--- src/flash_guard_pkg.sv ---
// constants for the flash region protection block
// Rules for this block and the software using it
// multi-byte command parameters are big endian, high byte at lowest index
// parameter bytes accept byte, aligned halfword and aligned word access
// four 8-bit protection registers form one 32-bit region map
// each bit covers 1/32 of flash, or 1 KB below 32 KB
// upper registers are unused at 24, 16 and 8 KB or less
// register 0 holds map bits 31:24 down to register 3 bits 7:0
// reset sequence loads registers from config bytes 0x0B down to 0x08
// program or erase inside a protected region is never allowed
// restricted mode writes only take effect for one-to-zero bit changes
// unrestricted mode lets every protection bit be written freely
// software must not write protection registers while a command runs
// a protected program or erase is rejected and sets the violation flag
// whole block erase is refused if any region is protected
// a zero bit means protected, a one bit means unprotected
// software unprotects the config sector before reprogramming it
// protection contents are undefined until the reset load completes
// command complete stays low until the launched command finishes
// a protection register read returns its current bits
package flash_guard_pkg;
   // register byte addresses
   localparam logic [7:0] ADDR_PARAM0    = 8'h00; // parameter bytes 0..11
   localparam logic [7:0] ADDR_PARAM_END = 8'h0C;
   localparam logic [7:0] ADDR_PROT0     = 8'h10; // protection regs 0..3
   localparam logic [7:0] ADDR_STATUS    = 8'h20; // event status, rd clears
   localparam logic [7:0] ADDR_MASK      = 8'h24; // interrupt mask
   localparam logic [7:0] ADDR_CTRL      = 8'h28; // launch / state
   // config byte offset of protection register 0, others descend
   localparam logic [3:0] CFG_PROT0_OFS  = 4'hB;
   localparam logic [3:0] CFG_PROT3_OFS  = 4'h8;
   // event status bit positions
   localparam int EV_DONE = 0;
   localparam int EV_VIOL = 1;
   localparam int EV_W    = 2;
   // control / status bit positions
   localparam int CT_LAUNCH = 0; // write 1: launch command
   localparam int CT_COMMAND_COMPLETE_FLAG   = 1; // read: command complete
   localparam int CT_VIOL   = 2; // read: violation flag, write 1 clears
   localparam int CT_SPEC   = 3; // read: unrestricted mode
   localparam int CT_LOADED = 4; // read: reset load done
   // operation codes in parameter byte 0
   localparam logic [7:0] OP_PROGRAM = 8'h06;
   localparam logic [7:0] OP_ERASE   = 8'h09;
   localparam logic [7:0] OP_ERASEALL= 8'h44;
   localparam int KB = 1024;
   localparam logic [31:0] RESET_WORD = 32'h0000_0000;
   typedef enum logic [1:0] {
      ST_LOAD = 2'b00,
      ST_IDLE = 2'b01,
      ST_EXEC = 2'b10
   } cmd_state_t;
endpackage : flash_guard_pkg

--- src/flash_guard.sv ---
// flash region protection with wishbone register slave
`timescale 1ns/1ns
module flash_guard #(
   parameter int FLASH_KB  = 32, // program flash size in kbytes
   parameter int EXEC_CYC  = 8   // cycles a passed command runs
) (
   input  wire logic        clk_sys,
   input  wire logic        reset_n,
   input  wire logic        wb_cyc_i,
   input  wire logic        wb_stb_i,
   input  wire logic        wb_we_i,
   input  wire logic [7:0]  wb_adr_i,
   input  wire logic [3:0]  wb_sel_i,
   input  wire logic [31:0] wb_dat_i,
   output logic      [31:0] wb_dat_o,
   output logic             wb_ack_o,
   output logic             wb_err_o,
   output logic             cfg_rd_o,   // config byte fetch strobe
   output logic      [3:0]  cfg_ofs_o,  // config byte offset
   input  wire logic [7:0]  cfg_data_i, // byte, valid cycle after strobe
   input  wire logic        unrestricted_mode,
   output logic             command_complete_flag,
   output logic             guard_violation_flag,
   output logic             irq_o
);
   initial begin
      if (FLASH_KB < 8 || FLASH_KB > 32 || (FLASH_KB % 8) != 0)
         $error("FLASH_KB must be 8, 16, 24 or 32");
      if (EXEC_CYC < 1 || EXEC_CYC > 255)
         $error("EXEC_CYC out of range");
   end

   // the block sits between software, the command engine and the array:
   // - software fills the parameter bytes, then launches through ctrl
   // - the protection check runs in the launch cycle, so a refused
   //   command never reaches the array and finishes one cycle later
   // - a passed command is modelled as a fixed busy time of EXEC_CYC
   // - the map is loaded once after reset from four config bytes
   // - writes to the map obey the mode pin, restricted writes only
   //   ever close regions
   // limitation: parameter and map writes during a command are dropped
   // silently rather than answered with err, as software is expected
   // to poll the complete flag before touching them
   // trade-off: word decode keeps the bus logic small; byte addresses
   // are expressed through the lane enables instead

   // event bit positions, local copies for packed widths below
   localparam int EV_DONE = flash_guard_pkg::EV_DONE;
   localparam int EV_VIOL = flash_guard_pkg::EV_VIOL;
   localparam int EV_W    = flash_guard_pkg::EV_W;

   // number of protection registers in use
   localparam int NREG = FLASH_KB / 8;
   localparam logic [7:0] EXEC_N = 8'(EXEC_CYC);

   logic [7:0]  param_r [0:11];
   logic [31:0] region_guard_bits_r;
   logic [EV_W-1:0] ev_status_r, ev_mask_r;
   flash_guard_pkg::cmd_state_t state_r;
   logic [2:0]  load_idx_r;
   logic        load_pend_r;
   logic [7:0]  exec_cnt_r;
   logic        req_r;
   logic        ack_pulse;
   logic        wr, rd;
   logic [7:0]  a;
   logic [31:0] rdata_nxt;

   // word address of the access: bus address with its low two bits cleared
   assign a   = {wb_adr_i[7:2], 2'b00};
   assign req_r = wb_cyc_i & wb_stb_i & ~wb_ack_o & ~wb_err_o;
   assign wr  = req_r & wb_we_i & ack_pulse;
   assign rd  = req_r & ~wb_we_i & ack_pulse;

   // tell whether an address hits the protection register word
   function automatic logic is_region_guard_bits(input logic [7:0] ad);
      return ad == flash_guard_pkg::ADDR_PROT0;
   endfunction : is_region_guard_bits

   // legal byte-enable patterns: byte, aligned half, full word
   function automatic logic sel_ok(input logic [3:0] s);
      case (s)
         4'b0001, 4'b0010, 4'b0100, 4'b1000,
         4'b0011, 4'b1100, 4'b1111: sel_ok = 1'b1;
         default:                   sel_ok = 1'b0;
      endcase
   endfunction : sel_ok

   // mapped decode
   function automatic logic mapped(input logic [7:0] ad);
      return (ad < flash_guard_pkg::ADDR_PARAM_END) || is_region_guard_bits(ad) ||
             ad == flash_guard_pkg::ADDR_STATUS ||
             ad == flash_guard_pkg::ADDR_MASK ||
             ad == flash_guard_pkg::ADDR_CTRL;
   endfunction : mapped

   assign ack_pulse = mapped(a) & sel_ok(wb_sel_i);

   // bus answer: ack or err one cycle after request, dropped next cycle
   always_ff @(posedge clk_sys) begin
      if (!reset_n) begin
         wb_ack_o <= 1'b0;
         wb_err_o <= 1'b0;
         wb_dat_o <= 32'h0000_0000;
      end else begin
         wb_ack_o <= req_r & ack_pulse;
         wb_err_o <= req_r & ~ack_pulse;
         wb_dat_o <= (req_r & ack_pulse & ~wb_we_i) ? rdata_nxt
                                                    : 32'h0000_0000;
      end
   end

   // read mux; byte n of a word sits on lane 3-n, big endian
   always_comb begin
      rdata_nxt = 32'h0000_0000;
      if (a < flash_guard_pkg::ADDR_PARAM_END)
         rdata_nxt = {param_r[a[3:0]], param_r[a[3:0]+4'd1],
                      param_r[a[3:0]+4'd2], param_r[a[3:0]+4'd3]};
      else if (is_region_guard_bits(a))
         rdata_nxt = region_guard_bits_r;
      else if (a == flash_guard_pkg::ADDR_STATUS)
         rdata_nxt = {30'h0, ev_status_r};
      else if (a == flash_guard_pkg::ADDR_MASK)
         rdata_nxt = {30'h0, ev_mask_r};
      else if (a == flash_guard_pkg::ADDR_CTRL)
         rdata_nxt = {27'h0, state_r != flash_guard_pkg::ST_LOAD,
                      unrestricted_mode, guard_violation_flag,
                      command_complete_flag, 1'b0};
   end

   // parameter bytes; writes ignored while a command runs
   genvar gi;
   generate
      for (gi = 0; gi < 12; gi++) begin : g_param
         always_ff @(posedge clk_sys) begin
            if (!reset_n)
               param_r[gi] <= 8'h00;
            else if (wr && a == 8'(gi & ~3) && wb_sel_i[3 - (gi % 4)] &&
                     command_complete_flag)
               param_r[gi] <= wb_dat_i[8*(3-(gi%4)) +: 8];
         end
      end
   endgenerate

   // decode the target region of the parameter address
   logic [23:0] tgt_addr;
   logic [4:0]  tgt_region;
   logic        tgt_open, all_open, viol_nxt;
   logic [7:0]  op;
   assign op       = param_r[0];
   assign tgt_addr = {param_r[1], param_r[2], param_r[3]};
   // region size: 1/32 of flash, 1 KB below 32 KB
   assign tgt_region = (FLASH_KB < 32) ? 5'(tgt_addr / flash_guard_pkg::KB)
                     : 5'(tgt_addr / (FLASH_KB * flash_guard_pkg::KB / 32));
   assign tgt_open = region_guard_bits_r[tgt_region];
   // only assigned bits count for the whole-block erase
   assign all_open = &region_guard_bits_r[8*NREG-1:0];
   always_comb begin
      viol_nxt = 1'b0;
      if ((op == flash_guard_pkg::OP_PROGRAM ||
           op == flash_guard_pkg::OP_ERASE) && !tgt_open)
         viol_nxt = 1'b1;
      else if (op == flash_guard_pkg::OP_ERASEALL && !all_open)
         viol_nxt = 1'b1;
   end

   logic launch, viol_clr;
   assign launch   = wr && a == flash_guard_pkg::ADDR_CTRL && wb_sel_i[0] &&
                     wb_dat_i[flash_guard_pkg::CT_LAUNCH];
   assign viol_clr = wr && a == flash_guard_pkg::ADDR_CTRL && wb_sel_i[0] &&
                     wb_dat_i[flash_guard_pkg::CT_VIOL];

   // command sequencing, reset load first
   always_ff @(posedge clk_sys) begin
      if (!reset_n) begin
         state_r               <= flash_guard_pkg::ST_LOAD;
         load_idx_r            <= 3'd0;
         load_pend_r           <= 1'b0;
         exec_cnt_r            <= 8'h00;
         command_complete_flag <= 1'b0;
         guard_violation_flag  <= 1'b0;
         cfg_rd_o              <= 1'b0;
         cfg_ofs_o             <= 4'h0;
      end else begin
         cfg_rd_o <= 1'b0;
         if (viol_clr && !(launch && viol_nxt))
            guard_violation_flag <= 1'b0;
         case (state_r)
            flash_guard_pkg::ST_LOAD: begin
               load_pend_r <= cfg_rd_o;
               if (load_pend_r)
                  load_idx_r <= load_idx_r + 3'd1;
               if (!cfg_rd_o && !load_pend_r) begin
                  if (load_idx_r == 3'd4) begin
                     state_r               <= flash_guard_pkg::ST_IDLE;
                     command_complete_flag <= 1'b1;
                  end else begin
                     cfg_rd_o  <= 1'b1;
                     cfg_ofs_o <= flash_guard_pkg::CFG_PROT0_OFS -
                                  {2'b00, load_idx_r[1:0]};
                  end
               end
            end
            flash_guard_pkg::ST_IDLE: begin
               // blocked while the violation flag stands
               if (launch && !guard_violation_flag) begin
                  command_complete_flag <= 1'b0;
                  if (viol_nxt) begin
                     guard_violation_flag <= 1'b1;
                     exec_cnt_r <= 8'd1;
                  end else
                     exec_cnt_r <= EXEC_N;
                  state_r <= flash_guard_pkg::ST_EXEC;
               end
            end
            flash_guard_pkg::ST_EXEC: begin
               exec_cnt_r <= exec_cnt_r - 8'd1;
               if (exec_cnt_r == 8'd1) begin
                  command_complete_flag <= 1'b1;
                  state_r               <= flash_guard_pkg::ST_IDLE;
               end
            end
            default: state_r <= flash_guard_pkg::ST_IDLE;
         endcase
      end
   end

   // protection map: reset load, then mode-dependent writes; one process
   // for all four registers so the 32-bit map keeps a single driver
   always_ff @(posedge clk_sys) begin
      if (!reset_n) begin
         region_guard_bits_r <= flash_guard_pkg::RESET_WORD;
      end else begin
         for (int i = 0; i < 4; i++) begin
            if (state_r == flash_guard_pkg::ST_LOAD) begin
               if (load_pend_r && load_idx_r == 3'(i))
                  region_guard_bits_r[8*(3-i) +: 8] <= cfg_data_i;
            end else if (wr && is_region_guard_bits(a) && wb_sel_i[3-i] &&
                         command_complete_flag) begin
               if (unrestricted_mode)
                  region_guard_bits_r[8*(3-i) +: 8] <=
                     wb_dat_i[8*(3-i) +: 8];
               else
                  region_guard_bits_r[8*(3-i) +: 8] <=
                     region_guard_bits_r[8*(3-i) +: 8] &
                     wb_dat_i[8*(3-i) +: 8];
            end
         end
      end
   end

   // sticky events; set beats the read clear
   logic [EV_W-1:0] ev_set;
   logic            done_edge;
   assign done_edge = state_r == flash_guard_pkg::ST_EXEC &&
                      exec_cnt_r == 8'd1;
   assign ev_set = {launch && !guard_violation_flag &&
                    state_r == flash_guard_pkg::ST_IDLE && viol_nxt,
                    done_edge};
   always_ff @(posedge clk_sys) begin
      if (!reset_n) begin
         ev_status_r <= '0;
         ev_mask_r   <= '0;
         irq_o       <= 1'b0;
      end else begin
         if (rd && a == flash_guard_pkg::ADDR_STATUS)
            ev_status_r <= ev_set;
         else
            ev_status_r <= ev_status_r | ev_set;
         if (wr && a == flash_guard_pkg::ADDR_MASK && wb_sel_i[0])
            ev_mask_r <= wb_dat_i[EV_W-1:0];
         irq_o <= |(ev_status_r & ev_mask_r);
      end
   end

   // restricted writes never clear protection
   a_restrict_only: assert property (@(posedge clk_sys) disable iff (!reset_n)
      (state_r != flash_guard_pkg::ST_LOAD && !unrestricted_mode)
      |=> (region_guard_bits_r & ~$past(region_guard_bits_r)) == 32'h0)
      else $error("protection bit raised in restricted mode");
   a_free_write: assert property (@(posedge clk_sys) disable iff (!reset_n)
      (wr && is_region_guard_bits(a) && wb_sel_i == 4'hF && unrestricted_mode &&
       command_complete_flag && state_r == flash_guard_pkg::ST_IDLE)
      |=> region_guard_bits_r == $past(wb_dat_i))
      else $error("unrestricted write not taken");
   a_viol_set: assert property (@(posedge clk_sys) disable iff (!reset_n)
      (state_r == flash_guard_pkg::ST_IDLE && launch &&
       !guard_violation_flag && viol_nxt)
      |=> guard_violation_flag && !command_complete_flag ##1
          command_complete_flag)
      else $error("violation not flagged");
   a_command_complete_flag_low: assert property (@(posedge clk_sys) disable iff (!reset_n)
      (state_r == flash_guard_pkg::ST_IDLE && launch &&
       !guard_violation_flag && !viol_nxt)
      |=> !command_complete_flag [*1] ##0 state_r == flash_guard_pkg::ST_EXEC)
      else $error("complete flag did not drop");
   a_load_order: assert property (@(posedge clk_sys) disable iff (!reset_n)
      cfg_rd_o |-> cfg_ofs_o <= flash_guard_pkg::CFG_PROT0_OFS &&
                   cfg_ofs_o >= flash_guard_pkg::CFG_PROT3_OFS)
      else $error("config offset out of range");
   a_no_erase_all: assert property (@(posedge clk_sys) disable iff (!reset_n)
      (op == flash_guard_pkg::OP_ERASEALL && !all_open) |-> viol_nxt)
      else $error("block erase not refused");
   a_region_guard_bits_read: assert property (@(posedge clk_sys) disable iff (!reset_n)
      (rd && is_region_guard_bits(a)) |=> wb_ack_o && wb_dat_o == $past(region_guard_bits_r))
      else $error("protection read wrong");
   a_open_ok: assert property (@(posedge clk_sys) disable iff (!reset_n)
      (op == flash_guard_pkg::OP_PROGRAM && tgt_open) |-> !viol_nxt)
      else $error("open region refused");

   // a closed target always means a refusal for program and erase
   a_closed_viol: assert property (@(posedge clk_sys) disable iff (!reset_n)
      ((op == flash_guard_pkg::OP_PROGRAM ||
        op == flash_guard_pkg::OP_ERASE) && !tgt_open) |-> viol_nxt)
      else $error("closed region not refused");

   // every region is one kbyte at the sizes served here
   a_region_size: assert property (@(posedge clk_sys) disable iff (!reset_n)
      (op == flash_guard_pkg::OP_PROGRAM) |-> tgt_region == tgt_addr[14:10])
      else $error("target region decode wrong");

   // a bus answer lasts one cycle only
   a_ack_pulse: assert property (@(posedge clk_sys) disable iff (!reset_n)
      wb_ack_o |=> !wb_ack_o)
      else $error("ack held past one cycle");

   // refused lane patterns answer with err and never ack
   a_bad_sel: assert property (@(posedge clk_sys) disable iff (!reset_n)
      (req_r && !sel_ok(wb_sel_i)) |=> wb_err_o && !wb_ack_o)
      else $error("illegal byte enables not refused");

   // a parameter word reads back with byte 0 on the top lane
   a_param_endian: assert property (@(posedge clk_sys) disable iff (!reset_n)
      (rd && a == flash_guard_pkg::ADDR_PARAM0)
      |=> wb_dat_o[31:24] == $past(param_r[0]))
      else $error("parameter byte order wrong");

   // the first fetched byte lands in the top register only
   a_load_lane: assert property (@(posedge clk_sys) disable iff (!reset_n)
      (state_r == flash_guard_pkg::ST_LOAD && load_pend_r &&
       load_idx_r == 3'd0)
      |=> region_guard_bits_r[31:24] == $past(cfg_data_i))
      else $error("register 0 not loaded");

   // nothing may launch before the map is known
   a_load_busy: assert property (@(posedge clk_sys) disable iff (!reset_n)
      (state_r == flash_guard_pkg::ST_LOAD) |-> !command_complete_flag)
      else $error("complete flag high during load");

   // the finishing cycle of a command leaves its done event behind
   a_done_event: assert property (@(posedge clk_sys) disable iff (!reset_n)
      done_edge |=> ev_status_r[EV_DONE])
      else $error("done event lost");

   // an unmasked pending event raises the line one cycle later
   a_irq_level: assert property (@(posedge clk_sys) disable iff (!reset_n)
      (|(ev_status_r & ev_mask_r)) |=> irq_o)
      else $error("interrupt not raised");
endmodule : flash_guard

--- config.mk ---
export PLATFORM = sky130hd
export DESIGN_NAME = flash_guard
export DESIGN_NICKNAME = d
export VERILOG_FILES = /design/src/flash_guard_pkg.sv /design/src/flash_guard.sv
export SDC_FILE = /design/constraint.sdc
export NUM_CORES = 1
export LEC_CHECK = 0
export BUFFER_PORTS_ARGS = -buffer_cell sky130_fd_sc_hd__buf_2
export CAP_MARGIN = 15
export CORE_AREA = 10 10 160 162
export DETAILED_ROUTE_END_ITERATION = 8
export DIE_AREA = 0 0 170 172
export PLACE_DENSITY = 0.57
export RECOVER_POWER = 50
export SLEW_MARGIN = 20
export SYNTH_ARGS = -nofsm -noshare
export SYNTH_HDL_FRONTEND = slang
export SYNTH_SLANG_ARGS = --single-unit
--- constraint.sdc ---
create_clock -name clk_sys -period 2.5 [get_ports clk_sys]
set_input_delay 0.375 -clock clk_sys [delete_from_list [all_inputs] [get_ports clk_sys]]
set_output_delay 0.375 -clock clk_sys [all_outputs]
set_load 0.005 [all_outputs]
== Word-level counts from Yosys, hierarchy flattened ==
Memories as Yosys holds them, arrays and structs flattened.
Cells that the tools add are included.
Word-level totals
  output and inout port bits: 42
  bits of input ports: 58
  RAM bits: 96
  logic and storage cells: 277
  memories: 1
  bits in registers: 92
Operators by class
  reduce and logical (&&, ||, !) cells: 91
  add/sub/neg operators: 6
  $lt $le $gt $ge: 2
  equality and inequality tests: 31
  multiplexer cells: 94
  bitwise gates (word level): 34
Memories
  param_r: depth 12, width 8, read ports 6, clocked after memory_dff 0, wr ports 12, line flash_guard.sv:56  | logic [7:0] param_r [0:11];
Operator list (count)
  two-way mux 8 bit: 29
  two-way mux 32 bit: 2
  logical AND 1 bit: 56
  two-way mux 1 bit: 50
  bitwise AND 8 bit: 4
  AND reduction 32 bit: 1
  == test 6 x 4 -> 1 bit, second input constant: 3
  one-hot mux 8 bit (2 select lines): 1
  two-way mux 5 bit: 3
  AND reduction 2 bit: 7
  == test 4 bit, second input constant: 3
  bitwise OR 1 bit: 12
  nonzero test 2 bit: 6
  bitwise AND 1 bit: 11
  two-way mux 2 bit: 5
  adder 4 x 2 -> 4 bit, second input constant: 2
  == test 4 x 2 -> 1 bit, second input constant: 2
  == test 8 x 1 -> 1 bit, second input constant: 1
  == test 8 x 3 -> 1 bit, second input constant: 1
  == test 8 x 4 -> 1 bit, second input constant: 1
  == test 8 x 7 -> 1 bit, second input constant: 1
  zero test 8 bit: 1
  < comparator 8 x 4 -> 1 bit, second input constant: 1
  != test 2 x 1 -> 1 bit, second input constant: 4
  other kinds (33): 51

== Depth between registers and ports, before layout ==
Gate-level depths: netlist of run 1.
  depth in word-level cells: 17
  gate-level depth with buffers: 8
  gate-level depth less buffers: 7

== Worst setup path before layout of run 1 ==
OpenSTA, ideal clock, no wires.
  path kind: input port to flip-flop
  start point: input port wb_sel_i[0]
  end point: memory param_r[4][0] (enable)
  data required time: 2126 ps
  stages: 6
  library setup time: 374 ps
  buffers on the path: 1
  setup slack: 229 ps
  arrival: 1898 ps
  path through: buf_2 nor2_1 mux2_2 o2111ai_2 nand2b_1 o21ai_1
RTL lines
  start, declared: line flash_guard.sv:13  | input wire logic [3:0] wb_sel_i,
  end, declared: line flash_guard.sv:56

==> results of run 1 <==
==> stage by stage <==
stage	util, %	setup slack (ns)	area, sq um
3_3_place_gp	46.0	0.144	10300
4_1_cts	48.4	0.218	10800
6_report	47.8	0.158	10700
3_5_place_dp	46.0	0.135	10300
2_1_floorplan	-	0.229	9230
5_1_grt	47.8	0.0528	10700
==> cell families after synthesis <==
kind of cell,Yosys count,synth area share (%)
compound gates,239,20.3
fa+ha+maj,7,0.949
buf+inv,68,3.34
xor+xnor,4,0.380
mux,48,6.17
other cells,1,0.0406
simple gates,301,17.8
flops,187,51.0
==> sequential cells by signal, summed over array words and instances (netlist names) <==
signal / cells
param_r: 96
region_guard_bits_r: 32
wb_dat_o: 32
exec_cnt_r: 8
cfg_ofs_o: 3
load_idx_r: 3
ev_mask_r: 2
ev_status_r: 2
state_r: 2
cfg_rd_o: 1
command_complete_flag: 1
guard_violation_flag: 1
irq_o: 1
load_pend_r: 1
wb_ack_o: 1
wb_err_o: 1
==> worst reg2reg max path, stage by stage, from the launching register on <==
cell,delay (ns)
dfxtp_1,0.33
and4bb_2,0.32
o2111a_1,0.23
o2111ai_1,0.12
clkbuf_1,0.24
o21ai_1,0.74
==> cell type report <==
| cell class | count | share of cell area (%) |
|---|---|---|
| clock buffer | 20 | 4.09 |
| inverter | 10 | 0.351 |
| tap | 285 | 3.34 |
| sequential | 187 | 44.0 |
| clock inverter | 12 | 1.10 |
| timing repair buffer | 157 | 7.89 |
| multi-input combinational | 600 | 39.2 |
==> cells in the final DEF, fill, tap and decap left out, drive strengths merged, types with 8 or more instances in the layout <==
cell type | Yosys | final
a22oi | 31 | 31
nand3 | 13 | 13
edfxtp | 96 | 96
nand2b | 8 | 8
nor2 | 63 | 63
mux2i | 41 | 41
a21oi | 19 | 19
dfxtp | 91 | 91
buf | 23 | 103
o211ai | 64 | 64
nand4 | 9 | 9
o21ai | 54 | 54
clkbuf | 35 | 74
nor3 | 17 | 17
nand2 | 61 | 61
inv | 9 | 13
and2 | 103 | 103
o311a | 32 | 32
==> synthesized netlist by cell type, types with 3 or more instances <==
master | instances | share of area, %
buf_2 | 12 | 0.65
o2111ai_1 | 3 | 0.28
and2_1 | 103 | 7.0
a222oi_1 | 3 | 0.33
nand4_1 | 8 | 0.54
buf_6 | 4 | 0.49
o21ai_1 | 14 | 0.76
mux4_2 | 6 | 1.5
a21oi_1 | 18 | 0.98
a211oi_1 | 3 | 0.24
o311a_1 | 32 | 3.5
mux2i_1 | 40 | 4.3
nor2b_1 | 5 | 0.34
ha_1 | 7 | 0.95
buf_1 | 5 | 0.20
and3_1 | 4 | 0.27
inv_1 | 9 | 0.37
dfxtp_1 | 91 | 20
a22oi_1 | 31 | 2.5
xnor2_1 | 4 | 0.38
o21ai_0 | 39 | 2.1
nor4_1 | 3 | 0.20
nor2_1 | 61 | 2.5
edfxtp_1 | 96 | 31
o21a_1 | 4 | 0.33
o211ai_1 | 64 | 5.2
nor3_2 | 6 | 0.65
a31oi_1 | 5 | 0.34
a2111oi_4 | 5 | 1.5
clkbuf_1 | 35 | 1.4
nor3_1 | 10 | 0.54
nand3_1 | 13 | 0.71
nand2b_1 | 8 | 0.54
nand2_1 | 61 | 2.5
==> where the power goes <==
part	internal [W]	leakage [nW]	total [W]	switching [W]
registers	0.00329	1.73	0.00335	0.0000538
logic	0.000163	1.84	0.000457	0.000295
clock network	0.00139	0.263	0.00262	0.00123
total	0.00484	3.83	0.00642	0.00158
==> worst max-delay path by stage <==
stage / startpoint / end / slack [ns] / cells after the start
6_report: wb_err_o / param_r[1][0] / 0.16 / 5
5_1_grt: wb_err_o / param_r[5][4] / 0.05 / 7
4_1_cts: wb_err_o / param_r[9][0] / 0.22 / 5
3_5_place_dp: wb_adr_i[7] / param_r[9][0] / 0.13 / 5
3_3_place_gp: wb_adr_i[7] / param_r[9][0] / 0.14 / 5
2_1_floorplan: wb_sel_i[0] / param_r[4][0] / 0.23 / 6
==> per-layer routing <==
layer | share of wire (%) | vias to the layer above
met5 | 0.11 | -
met4 | 1.5 | 4
met3 | 5.3 | 35
met2 | 49 | 207
met1 | 44 | 3565
li1 | - | 3478
==> flow_summary.yaml, run 1 <==
clock_network:
  cts_hold_buffers: 0
  ctsResizeCount: 0
  numCtsBuffers: 17
  cts_tree: "yes"
  cts-htree-levels: 4
  post-cts-setup-buffer-count: 0
  root_buffer: "clkbuf_16"
  clk_latency_ns: 0.44
  clockBufferDepth: 2
  cts_num_sinks: 187
  clk_pin_slew_ns: 0.07
sta:
  whs_ns: 0.255
  slew_viol_final: 0
  finalSetupViolations: 0
  rsz0062_at_grt: "no"
  clock.fmax_mhz: 427
  finalSetupTns_ns: 0
  skew_ns: 0.0104
  finalHoldViolations: 0
  worst_pin_slew_ns: 0.934
  max_slew_margin_pct: 36.1
  period_needed_ns: 2.34
  layout_worst_path_cycle_share_pct: 93.7
worst_setup_path:
  path_max_fanout: 8
  worst-endpoint-required_ns: 2.57
  r2r-start: "wb_err_o"
  crit_type: "reg -> reg"
  startpoint_type: "flip-flop"
  r2r_cells: 5
  cp-end-kind: "flip-flop"
  cpMaxStageDelayCell: "o21ai_1"
  worstPathCellList: "and4bb_2 > o2111a_1 > o2111ai_1 > clkbuf_1 > o21ai_1"
  r2r_end: "param_r[1][0]"
  crit_family: "compound AO/OA/AOI/OAI gates"
  critPathBufInv: 1
  r2r_setup_slack_ns: 0.16
  critical_path.max_stage_delay_ns: 0.73
  cp_data_arrival_time_ns: 2.41
drt:
  drt_iter0_drc: 483
  wl_per_cell_microns: 21.3
  vias: 7289
  wl_microns: 27000
  antenna_left: 0
  first_pass_iters: 5
  viasPerCell: 5.73
  remaining_drc_errors: 0
grt:
  grt_use_met1_pct: 23.7
  grt_overflow_total: 0
  grt_max_degree: 44
  antenna_found_initial: 2
  grt_usage_pct: 18.6
  grt_pass1_wl_microns: 41800
  globalRouteMet2Util_pct: 31.3
  grt.busiest_layer: "met2"
  globalRouteMet3Util_pct: 3.31
  grt_pass1_vias: 7203
floorplanning:
  die_w_microns: 170
  initial_utilization_pct: 41.3
  dieHeight_microns: 172
  pin_count: 100
  die_area_sq_um: 29200
  rows: 55
  core_area_sq_um: 22400
final_layout:
  multi_input_area_sq_um: 4190
  instances_no_fill: 1271
  fin_nets: 1038
  antennaDiodeCount: 0
  nFillCells: 2126
  drive_above_1_share_pct: 16.5
  area_delta_synth_final_pct: 15.8
  regArea_sq_um: 4700
pwr:
  power-per-cell-area_nw_per_um2: 601
  p_total_w: 0.00642
  peakVddDrop_mv: 0.454
  leakagePower_nw: 3.83
placed_design:
  place.port_buffers: 96
  place_congestion: 0.848
  hpwl_microns: 19500
  dp_cells: 1239
outcome:
  status: "finished clean"
yosys:
  synth_seq_cells: 187
  synth_area_per_cell_sq_um: 10.8
  synth_edf_count: 96
  synthesis.area_sq_um: 9230
  synth_flop_cell: "edfxtp_1"
  synth_nets: 920
  ys_seq_area_share_pct: 51.0
  syn_inst: 855
  synth-warning-count: 0
  synth.distinct_cells: 69
  synthArstFlopShare_pct: 0
hold_path:
  worstHoldEndpoint: "param_r[1][2]"
  hp-start: "wb_dat_i[18]"
  hp-class: "in -> reg"
  whs_path_depth: 2
run:
  drv_cap: 0
No activity file was read; power rests on OpenSTA's default activity.
==> inputs of run 2 (changes only) <==
--- a/config.mk
+++ b/config.mk
@@ -11,7 +11,6 @@
 export DETAILED_ROUTE_END_ITERATION = 8
 export DIE_AREA = 0 0 170 172
 export PLACE_DENSITY = 0.57
-export RECOVER_POWER = 50
 export SLEW_MARGIN = 20
 export SYNTH_ARGS = -nofsm -noshare
 export SYNTH_HDL_FRONTEND = slang
==> flow_summary.yaml, run 2 (synthesis gave the netlist of run 1 again) <==
pwr:
  peakVddDrop_mv: 0.458
  leakagePower_nw: 4.09
  power-per-cell-area_nw_per_um2: 594
  p_total_w: 0.00644
outcome:
  status: "finished clean"
sta:
  slew_viol_final: 0
  worst_pin_slew_ns: 0.879
  finalSetupTns_ns: 0
  skew_ns: 0.0106
  worst_slack_ns: 0.235
  period_needed_ns: 2.26
  clock.fmax_mhz: 442
  finalHoldViolations: 0
  rsz0062_at_grt: "no"
  whs_ns: 0.247
  layout_worst_path_cycle_share_pct: 90.6
  max_slew_margin_pct: 41.0
  finalSetupViolations: 0
drt:
  wl_met3_microns: 1310
  vias: 7262
  top_layer: "met5"
  wl_per_cell_microns: 21.3
  met2_length_microns: 13200
  remaining_drc_errors: 0
  viasPerCell: 5.71
  wl_microns: 27000
  antenna_left: 0
  met1_length_microns: 12000
  drt_iter0_drc: 499
  first_pass_iters: 7
worst_setup_path:
  critPathBufInv: 1
  worstPathCellList: "and4bb_2 > o2111a_1 > o2111ai_1 > buf_4 > o21ai_1"
  startpoint_type: "flip-flop"
  critical_path.max_stage_delay_ns: 0.70
  cp_data_arrival_time_ns: 2.33
  path_max_fanout: 8
  cp-end-kind: "flip-flop"
  crit_family: "compound AO/OA/AOI/OAI gates"
  cpMaxStageDelayCell: "o21ai_1"
  worst-endpoint-required_ns: 2.57
  crit_type: "reg -> reg"
final_layout:
  top_regs: "param_r: 96 flops, region_guard_bits_r: 32 flops, wb_dat_o: 32 flops"
  fin_nets: 1038
  area_delta_synth_final_pct: 17.4
  drive_above_1_share_pct: 22.3
  fin_util_pct: 48.4
  nFillCells: 2093
  antennaDiodeCount: 0
  top_register: "param_r"
  layout_common_cells: "and2_1 (103), buf_2 (96), edfxtp_1 (96)"
  largest_reg_flops: 96
  mostFrequentLayoutCell: "and2_1"
clock_network:
  cts_num_sinks: 187
  numCtsBuffers: 17
  clockBufferDepth: 2
  root_buffer: "clkbuf_16"
  cts_tree: "yes"
  clk_pin_slew_ns: 0.07
  post-cts-setup-buffer-count: 0
  cts-htree-levels: 4
  cts_hold_buffers: 0
  ctsResizeCount: 0
  clk_latency_ns: 0.44
floorplanning:
  initial_utilization_pct: 41.3
  dieHeight_microns: 172
  rows: 55
  die_w_microns: 170
  core_area_sq_um: 22400
  die_area_sq_um: 29200
  pin_count: 100
grt:
  antenna_found_initial: 2
  grt_usage_pct: 18.6
  grt_max_degree: 44
  grt_overflow_total: 0
  grt_pass1_wl_microns: 41800
  grt_pass1_vias: 7203
placed_design:
  place_congestion: 0.848
  hpwl_microns: 19500
  place_ws_ns: 0.135
  place.port_buffers: 96
run:
  drv_cap: 0
hold_path:
  hp-class: "in -> reg"
==> run 2: cell types whose count changed in the layout (fill, tap and decap cells not counted), sizes merged <==
cell	previous run	this run
clkbuf	74	20
buf	103	157
==> run 2: worst min-delay path: stages <==
cell and delay [ns]:
buf_2 0.14, nand3_1 0.07, a21oi_1 0.06
==> run 2: final timing paths <==
check,start,endpoint,slack (ns),depth (start not counted)
setup / recovery,wb_err_o,param_r[1][0],0.24,5
setup reg to reg,wb_err_o,param_r[1][0],0.24,5
hold reg to reg,cfg_ofs_o[3],cfg_ofs_o[3],0.45,2
hold / removal,wb_dat_i[1],ev_mask_r[1],0.25,3
==> run 2: cell type report <==
type	count	area (sq um)	share of cell area (%)
sequential	187	4700	43.4
timing repair buffer	157	963	8.89
clock buffer	20	437	4.03
clock inverter	12	118	1.09
inverter	10	37.5	0.347
tap	285	357	3.29
multi-input combinational	600	4220	38.9
==> run 2: per-stage QoR <==
stage / cells / area [sq um]
floorplan: 855 / 9230
global placement: 1239 / 10300
detailed placement: 1239 / 10300
CTS: 1271 / 10800
global route: 1271 / 10800
finish: 1271 / 10800
==> run 2: routing by layer <==
layer	vias up	track usage [%]
li1	3471	-
met1	3538	23.7
met2	207	31.3
met3	42	3.31
met4	4	5.87
met5	-	0
==> run 2: power by group <==
group / internal (W) / switching, W
registers: 0.00329 / 0.0000535
clock network: 0.00139 / 0.00124
logic: 0.000165 / 0.000296
==> inputs of run 3 (changes only) <==
--- a/config.mk
+++ b/config.mk
@@ -5,12 +5,13 @@
 export SDC_FILE = /design/constraint.sdc
 export NUM_CORES = 1
 export LEC_CHECK = 0
+export ABC_AREA = 1
 export BUFFER_PORTS_ARGS = -buffer_cell sky130_fd_sc_hd__buf_2
 export CAP_MARGIN = 15
-export CORE_AREA = 10 10 160 162
+export CORE_AREA = 10 10 133 135
 export DETAILED_ROUTE_END_ITERATION = 8
-export DIE_AREA = 0 0 170 172
-export PLACE_DENSITY = 0.57
+export DIE_AREA = 0 0 143 145
+export PLACE_DENSITY = 0.89
 export SLEW_MARGIN = 20
 export SYNTH_ARGS = -nofsm -noshare
 export SYNTH_HDL_FRONTEND = slang
==> flow_summary.yaml, run 3 <==
grt:
  grt_pass1_vias: 8029
  grt_max_degree: 44
  grt_use_met1_pct: 29.8
  grt_usage_pct: 24.5
  grt_overflow_total: 0
  antenna_found_initial: 1
  grt_pass1_wl_microns: 40400
  globalRouteMet2Util_pct: 39.5
  globalRouteMet3Util_pct: 6.91
  grt.busiest_layer: "met2"
yosys:
  synth_seq_cells: 187
  syn_inst: 1093
  synth_flop_cell: "edfxtp_1"
  yosysTopAreaCellShare_pct: 33.0
  ys_seq_area_share_pct: 53.9
  synth-warning-count: 0
  synthArstFlopShare_pct: 0
  yosysMostFrequentCell: "nor2_1"
  synth_common_cells: "nor2_1 (234), nand2_1 (210), inv_1 (115)"
  synth_area_per_cell_sq_um: 7.99
  synth.distinct_cells: 35
  synth_nets: 1158
  synth_edf_count: 96
  synthesis.area_sq_um: 8730
  synth.area.top_cells: "edfxtp_1 (33%), dfxtp_1 (21%), nor2_1 (10%), nand2_1 (9.0%), o21ai_0 (5.7%)"
  synth_area_leader_cell: "edfxtp_1"
worst_setup_path:
  cp-end-kind: "flip-flop"
  crit_type: "reg -> reg"
  r2r_setup_slack_ns: 0.35
  worstPathCellList: "nor2_1 > and3_1 > nand3_1 > inv_1 > nand2_1 > nor3_4 > nand2_1 > o21ai_0 > buf_4"
  cpMaxStageDelayCell: "dfxtp_1"
  cp_data_arrival_time_ns: 2.30
  path_max_fanout: 8
  r2r_cells: 9
  startpoint_type: "flip-flop"
  critical_path.max_stage_delay_ns: 0.32
  r2r-start: "wb_ack_o"
  cp_common_cell: "nand2_1"
  r2r_end: "param_r[3][4]"
  worst-endpoint-required_ns: 2.65
drt:
  viasPerCell: 5.89
  remaining_drc_errors: 0
  vias: 8324
  drt_iter0_drc: 1075
  wl_per_cell_microns: 18.3
  first_pass_iters: 6
  antenna_left: 0
  wl_microns: 25800
pwr:
  switching_share_pct: 29.3
  peakVddDrop_mv: 0.618
  power_frac_clock_pct: 36.2
  switching_power_w: 0.00218
  p_comb_share_pct: 15.8
  p_int_w: 0.00526
  power-per-cell-area_nw_per_um2: 725
  leakagePower_nw: 4.46
  p_total_w: 0.00744
  seq_power_share_pct: 48.0
sta:
  worst_pin_slew_ns: 0.749
  worst_slack_ns: 0.350
  rsz0062_at_grt: "no"
  finalHoldViolations: 0
  clock.fmax_mhz: 465
  skew_ns: 0.00910
  layout_worst_path_cycle_share_pct: 86.0
  finalSetupViolations: 0
  finalSetupTns_ns: 0
  slew_viol_final: 0
  max_slew_margin_pct: 50.1
  period_needed_ns: 2.15
floorplanning:
  core_area_sq_um: 15000
  dieHeight_microns: 145
  die_area_sq_um: 20700
  pin_count: 100
  die_w_microns: 143
  initial_utilization_pct: 58.1
  rows: 45
clock_network:
  numCtsBuffers: 17
  cts_tree: "yes"
  cts-htree-levels: 4
  clk_latency_ns: 0.45
  cts_num_sinks: 187
  root_buffer: "clkbuf_16"
  clockBufferDepth: 2
  clk_pin_slew_ns: 0.07
  cts_hold_buffers: 0
  ctsResizeCount: 0
  post-cts-setup-buffer-count: 0
outcome:
  status: "finished clean"
hold_path:
  hp-class: "in -> reg"
  worstHoldEndpoint: "ev_mask_r[1]"
  hp-start: "wb_dat_i[1]"
  whs_path_depth: 3
final_layout:
  instances_no_fill: 1414
  antennaDiodeCount: 0
  fin_nets: 1279
  top_register: "param_r"
  mostFrequentLayoutCell: "nor2_1"
  top_regs: "param_r: 96 flops, region_guard_bits_r: 32 flops, wb_dat_o: 32 flops"
  drive_above_1_share_pct: 15.0
  largest_reg_flops: 96
  layout_common_cells: "nor2_1 (232), nand2_1 (210), inv_1 (115)"
  area_delta_synth_final_pct: 17.5
placed_design:
  dp_cells: 1383
  place_ws_ns: 0.00725
  hpwl_microns: 17900
  place.port_buffers: 96
  place_congestion: 0.972
run:
  drv_cap: 0
[run 3: cell count changes after synthesis, moves of 20 or more]
| cell | change |
|---|---|
| nor2_1 | +173 |
| nand2_1 | +149 |
| inv_1 | +106 |
| and2_1 | -103 |
| nand3_1 | +64 |
| o21ai_0 | +60 |
| o211ai_1 | -57 |
| mux2i_1 | -40 |
| o311a_1 | -32 |
| a21oi_1 | +20 |
[run 3: through the flow]
step	utilization (%)	hold WS (ns)	area, sq um
after global placement	64.4	0.436	9680
after floorplan	-	0.440	8730
final	68.3	0.280	10300
after CTS	68.3	0.259	10300
after detailed placement	64.4	0.440	9680
after global routing	68.3	0.293	10300
[run 3: per-layer routing]
layer,wire [microns],vias up
met5,0,-
met4,882,0
li1,-,3865
met1,9320,3798
met2,12400,576
met3,3250,85
[run 3: worst max-delay path by stage]
stage                      from  slack (ns)        endpoint
global placement    wb_adr_i[6]         0.1   param_r[4][1]
floorplan           wb_adr_i[6]       -0.17  param_r[10][0]
global route           wb_ack_o        0.08  param_r[11][2]
finish                 wb_ack_o        0.35   param_r[3][4]
detailed placement  wb_adr_i[6]       0.007   param_r[6][5]
CTS                    wb_ack_o        0.34  param_r[11][2]
[run 3: final cells by class]
| class | instances | area, sq um |
|---|---|---|
| multi-input cells | 747 | 3430 |
| fillers | 1138 | 4770 |
| flip-flops and latches | 187 | 4700 |
| repair buffers | 145 | 873 |
| inverters | 116 | 435 |
| clock buffers | 18 | 439 |
| clock inverters | 13 | 141 |
| well taps | 188 | 235 |
[run 3: cells by family (layout without fill, tap and decap cells)]
family / count (synthesis) / count (layout) / synth area share, %
adders and majority gates: 7 / 7 / 1.00
and+or+nand+nor: 555 / 555 / 26.1
DFF: 187 / 187 / 53.9
buffers and inverters: 159 / 292 / 6.90
AOI/OAI and AO/OA: 184 / 184 / 12.1
other: 1 / 1 / 0.0429
[run 3: worst max-delay path, delay by kind of cell, from the launching register on]
| kind | cells | cell delay (ns) |
|---|---|---|
| and+or+nand+nor | 6 | 0.93 |
| DFF | 1 | 0.32 |
| AOI/OAI and AO/OA | 1 | 0.27 |
| buffers and inverters | 2 | 0.32 |
[run 3: power by group through the flow]
stage | Sequential [W] | Clock (W) | Combinational [W]
after floorplan | 0.00358 | 0 | 0.000716
after global placement | 0.00362 | 0 | 0.00110
after detailed placement | 0.00363 | 0 | 0.00113
after CTS | 0.00356 | 0.00270 | 0.00114
after global routing | 0.00358 | 0.00284 | 0.00131
final | 0.00357 | 0.00270 | 0.00118
